## config.mk

```make
export PLATFORM = sky130hd
export DESIGN_NAME = mpf_pin_select
export DESIGN_NICKNAME = d
export VERILOG_FILES = /design/src/design/mpf_pkg.sv /design/src/design/mpf_sync3.sv /design/src/design/mpf_pin_select.sv
export SDC_FILE = /design/constraint.sdc
export NUM_CORES = 1
export LEC_CHECK = 0
export BUFFER_PORTS_ARGS = -buffer_cell sky130_fd_sc_hd__buf_2
export CAP_MARGIN = 20
export CORE_MARGIN = 5
export CORE_UTILIZATION = 59
export CTS_CLUSTER_DIAMETER = 80
export CTS_CLUSTER_SIZE = 28
export DETAILED_ROUTE_END_ITERATION = 7
export HOLD_SLACK_MARGIN = 0.08
export PLACE_DENSITY = 0.79
export SETUP_SLACK_MARGIN = 0.02
export SYNTH_ARGS = -nofsm -noshare
export SYNTH_HDL_FRONTEND = slang
export SYNTH_SLANG_ARGS = --single-unit
```

## constraint.sdc

```tcl
create_clock -name mclk_i -period 2.8 [get_ports mclk_i]
set_input_delay 0.56 -clock mclk_i [delete_from_list [all_inputs] [get_ports mclk_i]]
set_output_delay 0.56 -clock mclk_i [all_outputs]
set_load 0.005 [all_outputs]
```

## src/design/mpf_pkg.sv

```systemverilog
package mpf_pkg;

    // serial bus addresses
    localparam logic [6:0] SMB_DEV_ADDR     = 7'h5C;
    localparam logic [6:0] SMB_DEFAULT_ADDR = 7'h61;

    // register offsets
    localparam logic [7:0] CFG1_OFF = 8'h10;
    localparam logic [7:0] CFG2_OFF = 8'h11;
    localparam logic [7:0] CFG3_OFF = 8'h12;
    localparam logic [7:0] CFG4_OFF = 8'h13;

    // values after reset
    localparam logic [7:0] CFG1_RST = 8'h00;
    localparam logic [7:0] CFG2_RST = 8'h00;
    localparam logic [7:0] CFG3_RST = 8'h00;
    localparam logic [7:0] CFG4_RST = 8'h00;

    // bit positions
    localparam int CFG1_VID_BIT  = 7;
    localparam int CFG1_D1_BIT   = 6;
    localparam int CFG1_D3_BIT   = 5;
    localparam int CFG1_FS5_BIT  = 0;
    localparam int CFG2_FS6_BIT  = 7;
    localparam int CFG2_FD4_BIT  = 6;
    localparam int CFG2_FS7_BIT  = 3;
    localparam int CFG2_FS8_BIT  = 2;
    localparam int CFG3_FFF_BIT  = 1;
    localparam int CFG4_FD1_BIT  = 3;
    localparam int CFG4_FD2_BIT  = 2;
    localparam int CFG4_OT1_BIT  = 7;
    localparam int CFG4_OT2_BIT  = 5;

    // plain voltage monitor enable positions
    localparam int VM_12V1     = 0;
    localparam int VM_12V2     = 1;
    localparam int VM_3V3      = 2;
    localparam int VM_2V5_P15  = 3;
    localparam int VM_0V9      = 4;
    localparam int VM_5V       = 5;
    localparam int VM_12V3     = 6;
    localparam int VM_1V8      = 7;
    localparam int VM_2V5_P24  = 8;
    localparam int VM_1V2      = 9;
    localparam int VM_1V5_P28  = 10;
    localparam int VM_1V5_P29  = 11;
    localparam int VM_COUNT    = 12;

    localparam logic [3:0] BIT_COUNT = 4'h8;

    typedef enum logic [3:0] {
        MPF_IDLE = 4'b0000,
        MPF_ADDR = 4'b0001,
        MPF_AACK = 4'b0011,
        MPF_CMD  = 4'b0010,
        MPF_CACK = 4'b0110,
        MPF_DATA = 4'b0111,
        MPF_DACK = 4'b0101,
        MPF_READ = 4'b0100,
        MPF_RACK = 4'b1100
    } mpf_state_e;

endpackage : mpf_pkg

```

## src/design/mpf_sync3.sv

```systemverilog
`timescale 1ns/1ps
module mpf_sync3 (
    // clock and reset
    input  wire logic mclk_i,
    input  wire logic reset_i,
    // raw pin and filtered level
    input  wire logic raw_i,
    output logic      level_o
);
    logic s1_q, s2_q, s3_q, lvl_q;
    logic lvl_d;

    always_comb begin
        // a change counts only once stages two and three agree
        lvl_d = (s2_q == s3_q) ? s2_q : lvl_q;
    end

    always_ff @(posedge mclk_i) begin
        if (reset_i) begin
            s1_q  <= 1'b1;
            s2_q  <= 1'b1;
            s3_q  <= 1'b1;
            lvl_q <= 1'b1;
        end else begin
            s1_q  <= raw_i;
            s2_q  <= s1_q;
            s3_q  <= s2_q;
            lvl_q <= lvl_d;
        end
    end

    assign level_o = lvl_q;
endmodule : mpf_sync3

```

## src/design/mpf_pin_select.sv

```systemverilog
`timescale 1ns/1ps
module mpf_pin_select
    import mpf_pkg::*;
(
    // clock and reset
    input  wire logic                mclk_i,
    input  wire logic                reset_i,
    // management serial bus
    input  wire logic                scl_i,
    input  wire logic                sda_i,
    output logic                     sda_o,
    output logic                     sda_oe_o,
    // pin function enables
    output logic                     processor_id_en_o,
    output logic [7:0]               fan_speed_input_en_o,
    output logic [3:0]               fan_drive_output_en_o,
    output logic [1:0]               remote_diode_pair_en_o,
    output logic [1:0]               termination_monitor_en_o,
    output logic [1:0]               core_voltage_monitor_en_o,
    output logic [1:0]               regulator_hot_input_en_o,
    output logic [1:0]               overtemp_io_en_o,
    output logic                     battery_monitor_en_o,
    output logic                     force_full_fan_en_o,
    output logic [VM_COUNT-1:0]      volt_monitor_en_o
);
    logic       scl_f, sda_f, scl_p_q, sda_p_q;
    logic       scl_rise, scl_fall, bus_start, bus_stop;
    mpf_state_e state_q, state_d;
    logic [3:0] cnt_q, cnt_d;
    logic [7:0] sh_q, sh_d, ptr_q, ptr_d, rd_q, rd_d, rd_mux;
    logic       oe_q, oe_d, mack_q, mack_d, wr_fire;
    logic       live_q;
    logic [7:0] cfg1_q, cfg2_q, cfg3_q, cfg4_q;
    logic [7:0] cfg1_d, cfg2_d, cfg3_d, cfg4_d;
    logic       vid_d, bat_d, fff_d;
    logic [7:0] fs_d;
    logic [3:0] fd_d;
    logic [1:0] dp_d, tm_d, cv_d, rh_d, ot_d;
    logic [VM_COUNT-1:0] vm_d;

    mpf_sync3 u_scl_sync (
        .mclk_i  (mclk_i),
        .reset_i (reset_i),
        .raw_i   (scl_i),
        .level_o (scl_f)
    );

    mpf_sync3 u_sda_sync (
        .mclk_i  (mclk_i),
        .reset_i (reset_i),
        .raw_i   (sda_i),
        .level_o (sda_f)
    );

    assign scl_rise  = scl_f & ~scl_p_q;
    assign scl_fall  = ~scl_f & scl_p_q;
    assign bus_start = scl_f & scl_p_q & sda_p_q & ~sda_f;
    assign bus_stop  = scl_f & scl_p_q & ~sda_p_q & sda_f;

    always_comb begin
        case (ptr_q)
            CFG1_OFF: rd_mux = cfg1_q;
            CFG2_OFF: rd_mux = cfg2_q;
            CFG3_OFF: rd_mux = cfg3_q;
            CFG4_OFF: rd_mux = cfg4_q;
            default:  rd_mux = 8'h00;
        endcase
    end

    // serial bus slave: pointer byte first, then data bytes to that pointer
    always_comb begin
        state_d = state_q;
        cnt_d   = cnt_q;
        sh_d    = sh_q;
        ptr_d   = ptr_q;
        rd_d    = rd_q;
        oe_d    = oe_q;
        mack_d  = mack_q;
        wr_fire = 1'b0;
        if (bus_start) begin
            state_d = MPF_ADDR;
            cnt_d   = 4'h0;
            oe_d    = 1'b0;
        end else if (bus_stop) begin
            state_d = MPF_IDLE;
            oe_d    = 1'b0;
        end else begin
            case (state_q)
                MPF_ADDR, MPF_CMD, MPF_DATA: begin
                    if (scl_rise) begin
                        sh_d  = {sh_q[6:0], sda_f};
                        cnt_d = cnt_q + 4'h1;
                    end else if (scl_fall && cnt_q == BIT_COUNT) begin
                        cnt_d = 4'h0;
                        oe_d  = 1'b1;
                        if (state_q == MPF_ADDR) begin
                            if (sh_q[7:1] == SMB_DEV_ADDR || sh_q[7:1] == SMB_DEFAULT_ADDR) begin
                                state_d = MPF_AACK;
                                rd_d    = rd_mux;
                            end else begin
                                // not ours: stay quiet until the next start
                                state_d = MPF_IDLE;
                                oe_d    = 1'b0;
                            end
                        end else if (state_q == MPF_CMD) begin
                            state_d = MPF_CACK;
                            ptr_d   = sh_q;
                        end else begin
                            state_d = MPF_DACK;
                            wr_fire = 1'b1;
                        end
                    end
                end
                MPF_AACK: begin
                    if (scl_fall) begin
                        if (sh_q[0]) begin
                            state_d = MPF_READ;
                            oe_d    = ~rd_q[7];
                        end else begin
                            state_d = MPF_CMD;
                            oe_d    = 1'b0;
                        end
                    end
                end
                MPF_CACK, MPF_DACK: begin
                    if (scl_fall) begin
                        state_d = MPF_DATA;
                        oe_d    = 1'b0;
                    end
                end
                MPF_READ: begin
                    if (scl_rise) begin
                        cnt_d = cnt_q + 4'h1;
                    end else if (scl_fall) begin
                        if (cnt_q == BIT_COUNT) begin
                            state_d = MPF_RACK;
                            oe_d    = 1'b0;
                        end else begin
                            oe_d = ~rd_q[3'(4'h7 - cnt_q)];
                        end
                    end
                end
                MPF_RACK: begin
                    if (scl_rise) begin
                        mack_d = ~sda_f;
                    end else if (scl_fall) begin
                        cnt_d = 4'h0;
                        if (mack_q) begin
                            state_d = MPF_READ;
                            rd_d    = rd_mux;
                            oe_d    = ~rd_mux[7];
                        end else begin
                            state_d = MPF_IDLE;
                        end
                    end
                end
                default: begin
                    state_d = state_q;
                end
            endcase
        end
    end

    // register file; every bit is stored as written
    always_comb begin
        cfg1_d = cfg1_q;
        cfg2_d = cfg2_q;
        cfg3_d = cfg3_q;
        cfg4_d = cfg4_q;
        if (wr_fire) begin
            case (ptr_q)
                CFG1_OFF: cfg1_d = sh_q;
                CFG2_OFF: cfg2_d = sh_q;
                CFG3_OFF: cfg3_d = sh_q;
                CFG4_OFF: cfg4_d = sh_q;
                default:  cfg1_d = cfg1_q;
            endcase
        end
    end

    // pin function decode
    always_comb begin
        vid_d = cfg1_q[CFG1_VID_BIT];
        fs_d  = {cfg2_q[CFG2_FS8_BIT], cfg2_q[CFG2_FS7_BIT], cfg2_q[CFG2_FS6_BIT], cfg1_q[CFG1_FS5_BIT],
                 cfg1_q[1], cfg1_q[2], cfg1_q[3], cfg1_q[4]};
        fs_d[3:0] = vid_d ? 4'h0 : fs_d[3:0];
        fd_d  = {cfg2_q[CFG2_FD4_BIT], 1'b0, cfg4_q[CFG4_FD2_BIT], cfg4_q[CFG4_FD1_BIT]};
        fd_d[1:0] = vid_d ? 2'b00 : fd_d[1:0];
        dp_d  = {cfg1_q[CFG1_D3_BIT], cfg1_q[CFG1_D1_BIT]};
        tm_d  = ~dp_d;
        cv_d  = {cfg3_q[7:6] == 2'b00, cfg2_q[1:0] == 2'b00};
        rh_d  = {cfg3_q[3], cfg3_q[5]};
        bat_d = (cfg3_q[3:2] == 2'b00);
        fff_d = ~cfg3_q[CFG3_FFF_BIT];
        // pin 28 also yields to the processor ID function
        ot_d  = {cfg4_q[CFG4_OT2_BIT], cfg4_q[CFG4_OT1_BIT] & ~vid_d};
        vm_d  = '0;
        vm_d[VM_12V1]    = ~cfg1_q[CFG1_FS5_BIT];
        vm_d[VM_12V2]    = ~cfg2_q[CFG2_FS6_BIT];
        vm_d[VM_3V3]     = ~cfg2_q[CFG2_FD4_BIT];
        vm_d[VM_2V5_P15] = ~cfg1_q[CFG1_D1_BIT];
        vm_d[VM_0V9]     = ~cfg1_q[CFG1_D3_BIT];
        vm_d[VM_5V]      = ~cfg2_q[CFG2_FS7_BIT];
        vm_d[VM_12V3]    = ~cfg2_q[CFG2_FS8_BIT];
        vm_d[VM_1V8]     = (cfg2_q[1:0] == 2'b10);
        vm_d[VM_2V5_P24] = (cfg3_q[7:6] == 2'b01);
        vm_d[VM_1V2]     = (cfg3_q[5:4] == 2'b01);
        // no check of the 28/29 pairing: software must set both alike
        vm_d[VM_1V5_P28] = (cfg4_q[7:6] == 2'b01) & ~vid_d;
        vm_d[VM_1V5_P29] = (cfg4_q[5:4] == 2'b01);
    end

    always_ff @(posedge mclk_i) begin
        if (reset_i) begin
            state_q <= MPF_IDLE;
            cnt_q   <= 4'h0;
            sh_q    <= 8'h00;
            ptr_q   <= 8'h00;
            rd_q    <= 8'h00;
            oe_q    <= 1'b0;
            mack_q  <= 1'b0;
            live_q  <= 1'b0;
            scl_p_q <= 1'b1;
            sda_p_q <= 1'b1;
            cfg1_q  <= CFG1_RST;
            cfg2_q  <= CFG2_RST;
            cfg3_q  <= CFG3_RST;
            cfg4_q  <= CFG4_RST;
            processor_id_en_o         <= 1'b0;
            fan_speed_input_en_o      <= 8'h00;
            fan_drive_output_en_o     <= 4'h0;
            remote_diode_pair_en_o    <= 2'b00;
            termination_monitor_en_o  <= 2'b00;
            core_voltage_monitor_en_o <= 2'b00;
            regulator_hot_input_en_o  <= 2'b00;
            overtemp_io_en_o          <= 2'b00;
            battery_monitor_en_o      <= 1'b0;
            force_full_fan_en_o       <= 1'b0;
            volt_monitor_en_o         <= '0;
        end else begin
            state_q <= state_d;
            cnt_q   <= cnt_d;
            sh_q    <= sh_d;
            ptr_q   <= ptr_d;
            rd_q    <= rd_d;
            oe_q    <= oe_d;
            mack_q  <= mack_d;
            live_q  <= 1'b1;
            scl_p_q <= scl_f;
            sda_p_q <= sda_f;
            cfg1_q  <= cfg1_d;
            cfg2_q  <= cfg2_d;
            cfg3_q  <= cfg3_d;
            cfg4_q  <= cfg4_d;
            processor_id_en_o         <= vid_d;
            fan_speed_input_en_o      <= fs_d;
            fan_drive_output_en_o     <= fd_d;
            remote_diode_pair_en_o    <= dp_d;
            termination_monitor_en_o  <= tm_d;
            core_voltage_monitor_en_o <= cv_d;
            regulator_hot_input_en_o  <= rh_d;
            overtemp_io_en_o          <= ot_d;
            battery_monitor_en_o      <= bat_d;
            force_full_fan_en_o       <= fff_d;
            volt_monitor_en_o         <= vm_d;
        end
    end

    // open drain: only ever pulls low
    assign sda_o    = 1'b0;
    assign sda_oe_o = oe_q;
endmodule : mpf_pin_select

```

=== Yosys cells after proc, flatten, opt, wreduce, memory -nomap -nowiden ===
Cells that the tools add are included.

* Equal/unequal tests: 45
* Muxes and demuxes: 55
* Add/sub/neg operators: 2
* Reductions and logical operators: 26
* Bitwise operators: 30
* Magnitude comparators: 1

{| class="wikitable"
|+ Operator list
! kind !! number
|-
| $mux 4 || 15
|-
| $mux 8 || 7
|-
| $reduce_and 10->1 || 4
|-
| $ne 4x4->1 const B || 9
|-
| $eq 8x5->1 const B || 4
|-
| $pmux 8 s4 || 1
|-
| $ne 2x2->1 const B || 13
|-
| $mux 1 || 23
|-
| $not 1->1 || 20
|-
| $pmux 4 s5 || 1
|-
| $eq 4x3->1 const B || 4
|-
| $pmux 8 s2 || 1
|-
| $eq 7x7->1 const B || 2
|-
| $pmux 4 s3 || 1
|-
| $and 1x1->1 || 9
|-
| $eq 2x1->1 const B || 4
|-
| $eq 4x2->1 const B || 2
|-
| $eq 4x4->1 const B || 2
|-
| $reduce_and 2->1 || 4
|-
| $reduce_and 4->1 || 2
|-
| $reduce_and 7->1 || 1
|-
| $reduce_bool 7->1 || 1
|-
| $logic_not 2->1 || 3
|-
| $mux 3 || 2
|-
| 19 further kinds || 24
|}

* Output and inout port bits: 39
* Flip-flop bits (word level): 113
* Logic and storage cells: 195

=== Logic depth before layout (Yosys ltp) ===
* Depth after elaboration: 9
* Mapped depth: 9
* Mapped depth without buffers: 7

=== By module ===
Synthesis repeated with hierarchy kept, for this count alone.

* Cells, all modules: 466
* Area, all modules: 4,715.8 um^2

{| class="wikitable"
|+ By module, submodules not included
! module !! area an instance (um^2) !! cells an instance !! instances
|-
| mpf_pin_select || 4,475.5 || 446 || 1
|-
| mpf_sync3 || 120.1 || 10 || 2
|}

=== Worst setup path after synthesis ===
Ideal clock, no wire load.

* Path kind: flip-flop to flip-flop
* Start point: register cnt_q[1]
* End point: register cfg1_q[5]
* Data required time: 2,672 ps
* Arrival time: 1,910 ps
* Cell stages (with the launch flop): 10
* Setup slack: 763 ps
* Path buffers: 2
* Path through: dfxtp_1 clkbuf_1 inv_1 ha_1 nand3b_1 nor4_1 nor4bb_1 buf_4 mux2i_1 nor2_1

* Word-level cells in the longest chain between the ends: 8

{| class="wikitable"
|+ RTL lines
! what !! RTL line !! text
|-
| start: declaration || mpf_pin_select.sv:29 || <nowiki>logic [3:0] cnt_q, cnt_d;</nowiki>
|-
| start signal: assignment || mpf_pin_select.sv:242 || <nowiki>cnt_q <= cnt_d;</nowiki>
|-
| $eq 4x4->1 || mpf_pin_select.sv:93 || <nowiki>end else if (scl_fall && cnt_q == BIT_COUNT) begin</nowiki>
|-
| $logic_and 1x1->1 || mpf_pin_select.sv:93 ||
|-
| $mux 1 || mpf_pin_select.sv:93 ||
|-
| $mux 1 || mpf_pin_select.sv:90 || <nowiki>if (scl_rise) begin</nowiki>
|-
| $mux 1 || mpf_pin_select.sv:88 || <nowiki>case (state_q)</nowiki>
|-
| $mux 1 || mpf_pin_select.sv:84 || <nowiki>end else if (bus_stop) begin</nowiki>
|-
| $mux 1 || mpf_pin_select.sv:80 || <nowiki>if (bus_start) begin</nowiki>
|-
| $reduce_and 2->1 (no source line) || - ||
|-
| end signal: assignment || mpf_pin_select.sv:251 || <nowiki>cfg1_q <= cfg1_d;</nowiki>
|-
| end: declaration || mpf_pin_select.sv:33 || <nowiki>logic [7:0] cfg1_q, cfg2_q, cfg3_q, cfg4_q;</nowiki>
|}

No other way between the ends.
A chain may end at the register's enable or synchronous reset.

=== Worst setup path after layout ===
* Start point: register state_q[2]
* End point: register cfg1_q[5]

* Word-level cells in the longest chain between the ends: 9
* Elaborated cells between the ends (all ways): 12
* Those cells by class: eq/ne (3); mux (7); reduce/logical (2)

{| class="wikitable"
|+ RTL lines
! what !! RTL line !! text
|-
| start: declaration || mpf_pin_select.sv:28 || <nowiki>mpf_state_e state_q, state_d;</nowiki>
|-
| start signal: assignment || mpf_pin_select.sv:241 || <nowiki>state_q <= state_d;</nowiki>
|-
| $eq 4x2->1 || mpf_pin_select.sv:88, mpf_pin_select.sv:105 ||
|-
| $mux 1 || mpf_pin_select.sv:105 || <nowiki>end else if (state_q == MPF_CMD) begin</nowiki>
|-
| $mux 1 || mpf_pin_select.sv:96 || <nowiki>if (state_q == MPF_ADDR) begin</nowiki>
|-
| $mux 1 || mpf_pin_select.sv:93 ||
|-
| $mux 1 || mpf_pin_select.sv:90 ||
|-
| $mux 1 * || mpf_pin_select.sv:88 ||
|-
| $mux 1 * || mpf_pin_select.sv:84 ||
|-
| $mux 1 * || mpf_pin_select.sv:80 ||
|-
| $reduce_and 2->1 (no source line) * || - ||
|}

Mark *: on every way between the ends. The rest lies on a longest branch, timed or not.

==> impl_metrics.yaml <==
status:
  status: "finished clean"
layout:
  antennaDiodeCount: 0
  drive_gt1_frac: 0.2004
  nets: 510
  area_growth_pct: 9.725
drt:
  viasPerCell: 5.781
  first_pass_iters: 4
  vias: 3532
  drtIter0Drc: 198
  antenna_left: 0
  drc_errors: 0
  wl_per_cell_um: 16.37
  routed_wirelength_um: 10000
timing:
  fmax_ghz: 0.4245
  clock_skew_ps: 12.69
  finalHoldViolCount: 0
  slew_headroom: 0.5112
  totalNegativeSetupSlack_ps: 0
  tightest_slew_ps: 732.2
  timing.hold.ws_ps: 374.0
  rsz0062_at_grt: "no"
  post-route-period-util: 0.8413
  setup-violations-final: 0
  drv_slew: 0
  layout_min_cycle_time_ps: 2356
  timing.final.ws_setup_ps: 444.5
setup_path:
  reg2regPathDepth: 7
  arrival_ps: 2600
  cp.required_ps: 3040
  crit_fanout: 21
  path_class: "flip-flop to flip-flop"
  start_kind: "flip-flop"
  reg2reg_slack_ps: 440
  endpoint_kind: "flip-flop"
logic_synthesis:
  synth_flop_cell: "dfxtp_1"
  ys_async_sr_fraction: 0
  ys_warn_count: 0
  syn-cell-area_mm2: 0.004683
  synth_area_leaders: "dfxtp_1 (47%), mux2i_1 (8.8%), nor2_1 (5.3%)"
  seq_area_frac_synth: 0.4702
  synth_top_cell_area_share: 0.4702
  synth-edff-count: 0
  synth.distinct_cells: 67
  syn_inst: 480
  yosys.area.top_type: "dfxtp_1"
  synth_seq_cells: 110
  avgSynthCellArea_um2: 9.757
die:
  fp.dieH_um: 99.10
  core_area_mm2: 0.007727
  initial_utilization: 0.6061
  num_io_pins: 43
  rows: 32
  dieArea_mm2: 0.009820
  die_w_um: 99.10
power_and_ir_drop:
  ir_drop_v: 0.0003104
  p_leak_uw: 0.002138
  powerDensity_mw_per_mm2: 528.2
  power.total_uw: 2714
global_route:
  grt_pass1_vias: 3384
  antenna_found_initial: 0
  grt_usage: 0.2079
  grt_pass1_wl_um: 16700
  grt_overflow: 0
  grt_max_degree: 46
placed_design:
  finalWeightedCongestion: 0.8803
  hpwl_um: 6829
  port_buffers: 40
  dp_worst_setup_slack_ps: 496.6
cts:
  post_cts_buffers: 0
  cts_resized: 0
  ctsHoldBuffers: 0
  cts_buffers: 9
  cts_root_buf: "clkbuf_8"
  cts_max_level: 3
  tritoncts: "yes"
  cts_buffer_depth: 2
  clock-sinks: 110
  clock_latency_ps: 370
  clk_pin_slew_ps: 110
worst_hold_path:
  min_path_cells: 2
  hold_class: "input pin to flip-flop"
job:
  drv_cap: 0
## kinds of logic (layout without fill, tap and decap cells)
| family | count (synthesis) | after routing | synth area share |
|---|---|---|---|
| buf+inv | 48 | 76 | 0.05156 |
| compound gates | 83 | 83 | 0.1168 |
| other cells | 1 | 2 | 0.0008007 |
| fa+ha+maj | 3 | 3 | 0.007480 |
| xor+xnor | 3 | 3 | 0.008550 |
| flops | 110 | 110 | 0.4702 |
| simple gates | 178 | 178 | 0.2041 |
| mux | 54 | 54 | 0.1405 |
## report_power, final
| group | switching (uW) | internal, uW |
|---|---|---|
| Combinational | 36.2 | 17.2 |
| Sequential | 3.47 | 1580 |
| Clock | 560 | 522 |
## cell usage after synthesis, types with 2 or more instances
cell,instances
a21o_1,2
a21oi_1,25
a2bb2oi_1,2
and2_1,8
buf_2,8
buf_4,6
buf_6,3
clkbuf_1,19
clkbuf_2,5
dfxtp_1,110
ha_1,2
inv_1,6
mux2_2,4
mux2i_1,41
mux4_2,9
nand2_1,30
nand2b_1,2
nand3_1,3
nand3b_1,2
nand4_1,2
nand4b_1,3
nand4bb_1,2
nor2_1,66
nor2b_1,14
nor3_1,7
nor3b_1,5
nor4_1,4
nor4b_1,2
o2111ai_1,2
o21a_1,4
o21ai_0,19
o22ai_1,3
o311ai_0,2
o31ai_1,8
or2_2,10
or3_1,2
or4_1,7
xnor2_1,2
## metal layers
layer,GRT usage,wire length (um)
met1,0.2871,4521
met2,0.3337,4730
met4,0.07143,172
met5,0,0
met3,0.03156,575
## metrics by stage
step	instance area [um2]	util	instances
finish	5139	0.6650	611
global route	5139	0.6650	611
CTS	5139	0.6650	611
detailed placement	4907	0.6350	595
global placement	4907	0.6350	595
floorplan	4687	-	481
## path summary, 6_finish.rpt
path,start,end
worst max-delay path,state_q[2],cfg1_q[5]
worst min-delay path,sda_i,u_sda_sync.s1_q
worst max register to register,state_q[2],cfg1_q[5]
worst min register to register,u_scl_sync.s1_q,u_scl_sync.s2_q
## flip-flops by register name (all words and copies together) (netlist names), 8 cells and up
signal                flops
sh_q                      8
cfg3_q                    8
ptr_q                     8
cfg1_q                    8
fan_speed_input_en_o      8
volt_monitor_en_o        11
cfg2_q                    8
rd_q                      8
cfg4_q                    8
## cell usage in the layout, fill, tap and decap left out, types with 10 or more instances in the layout
master | Yosys | routed
nor2b_1 | 14 | 14
a21oi_1 | 25 | 25
mux2i_1 | 41 | 41
o21ai_0 | 19 | 19
nand2_1 | 30 | 30
dfxtp_1 | 110 | 110
buf_4 | 6 | 14
or2_2 | 10 | 10
nor2_1 | 66 | 66
buf_2 | 8 | 40
## area by class of cell
cell class	count	area (um2)
clock buffer	10	127.6
clock inverter	6	103.9
fill	622	2589
inverter	6	22.52
multi-input combinational	323	2250
sequential	110	2202
tap	102	127.6
timing repair buffer	54	305.3
## worst max-delay path, cell delays in order, from the launching register on
cell and delay (ps):
dfxtp_1 770, nand4b_1 230, nor4_1 290, buf_4 200, nor4bb_2 190, buf_4 250
mux2i_1 230, nor2_1 60
Note: power is estimated with default switching activity, not from simulation.
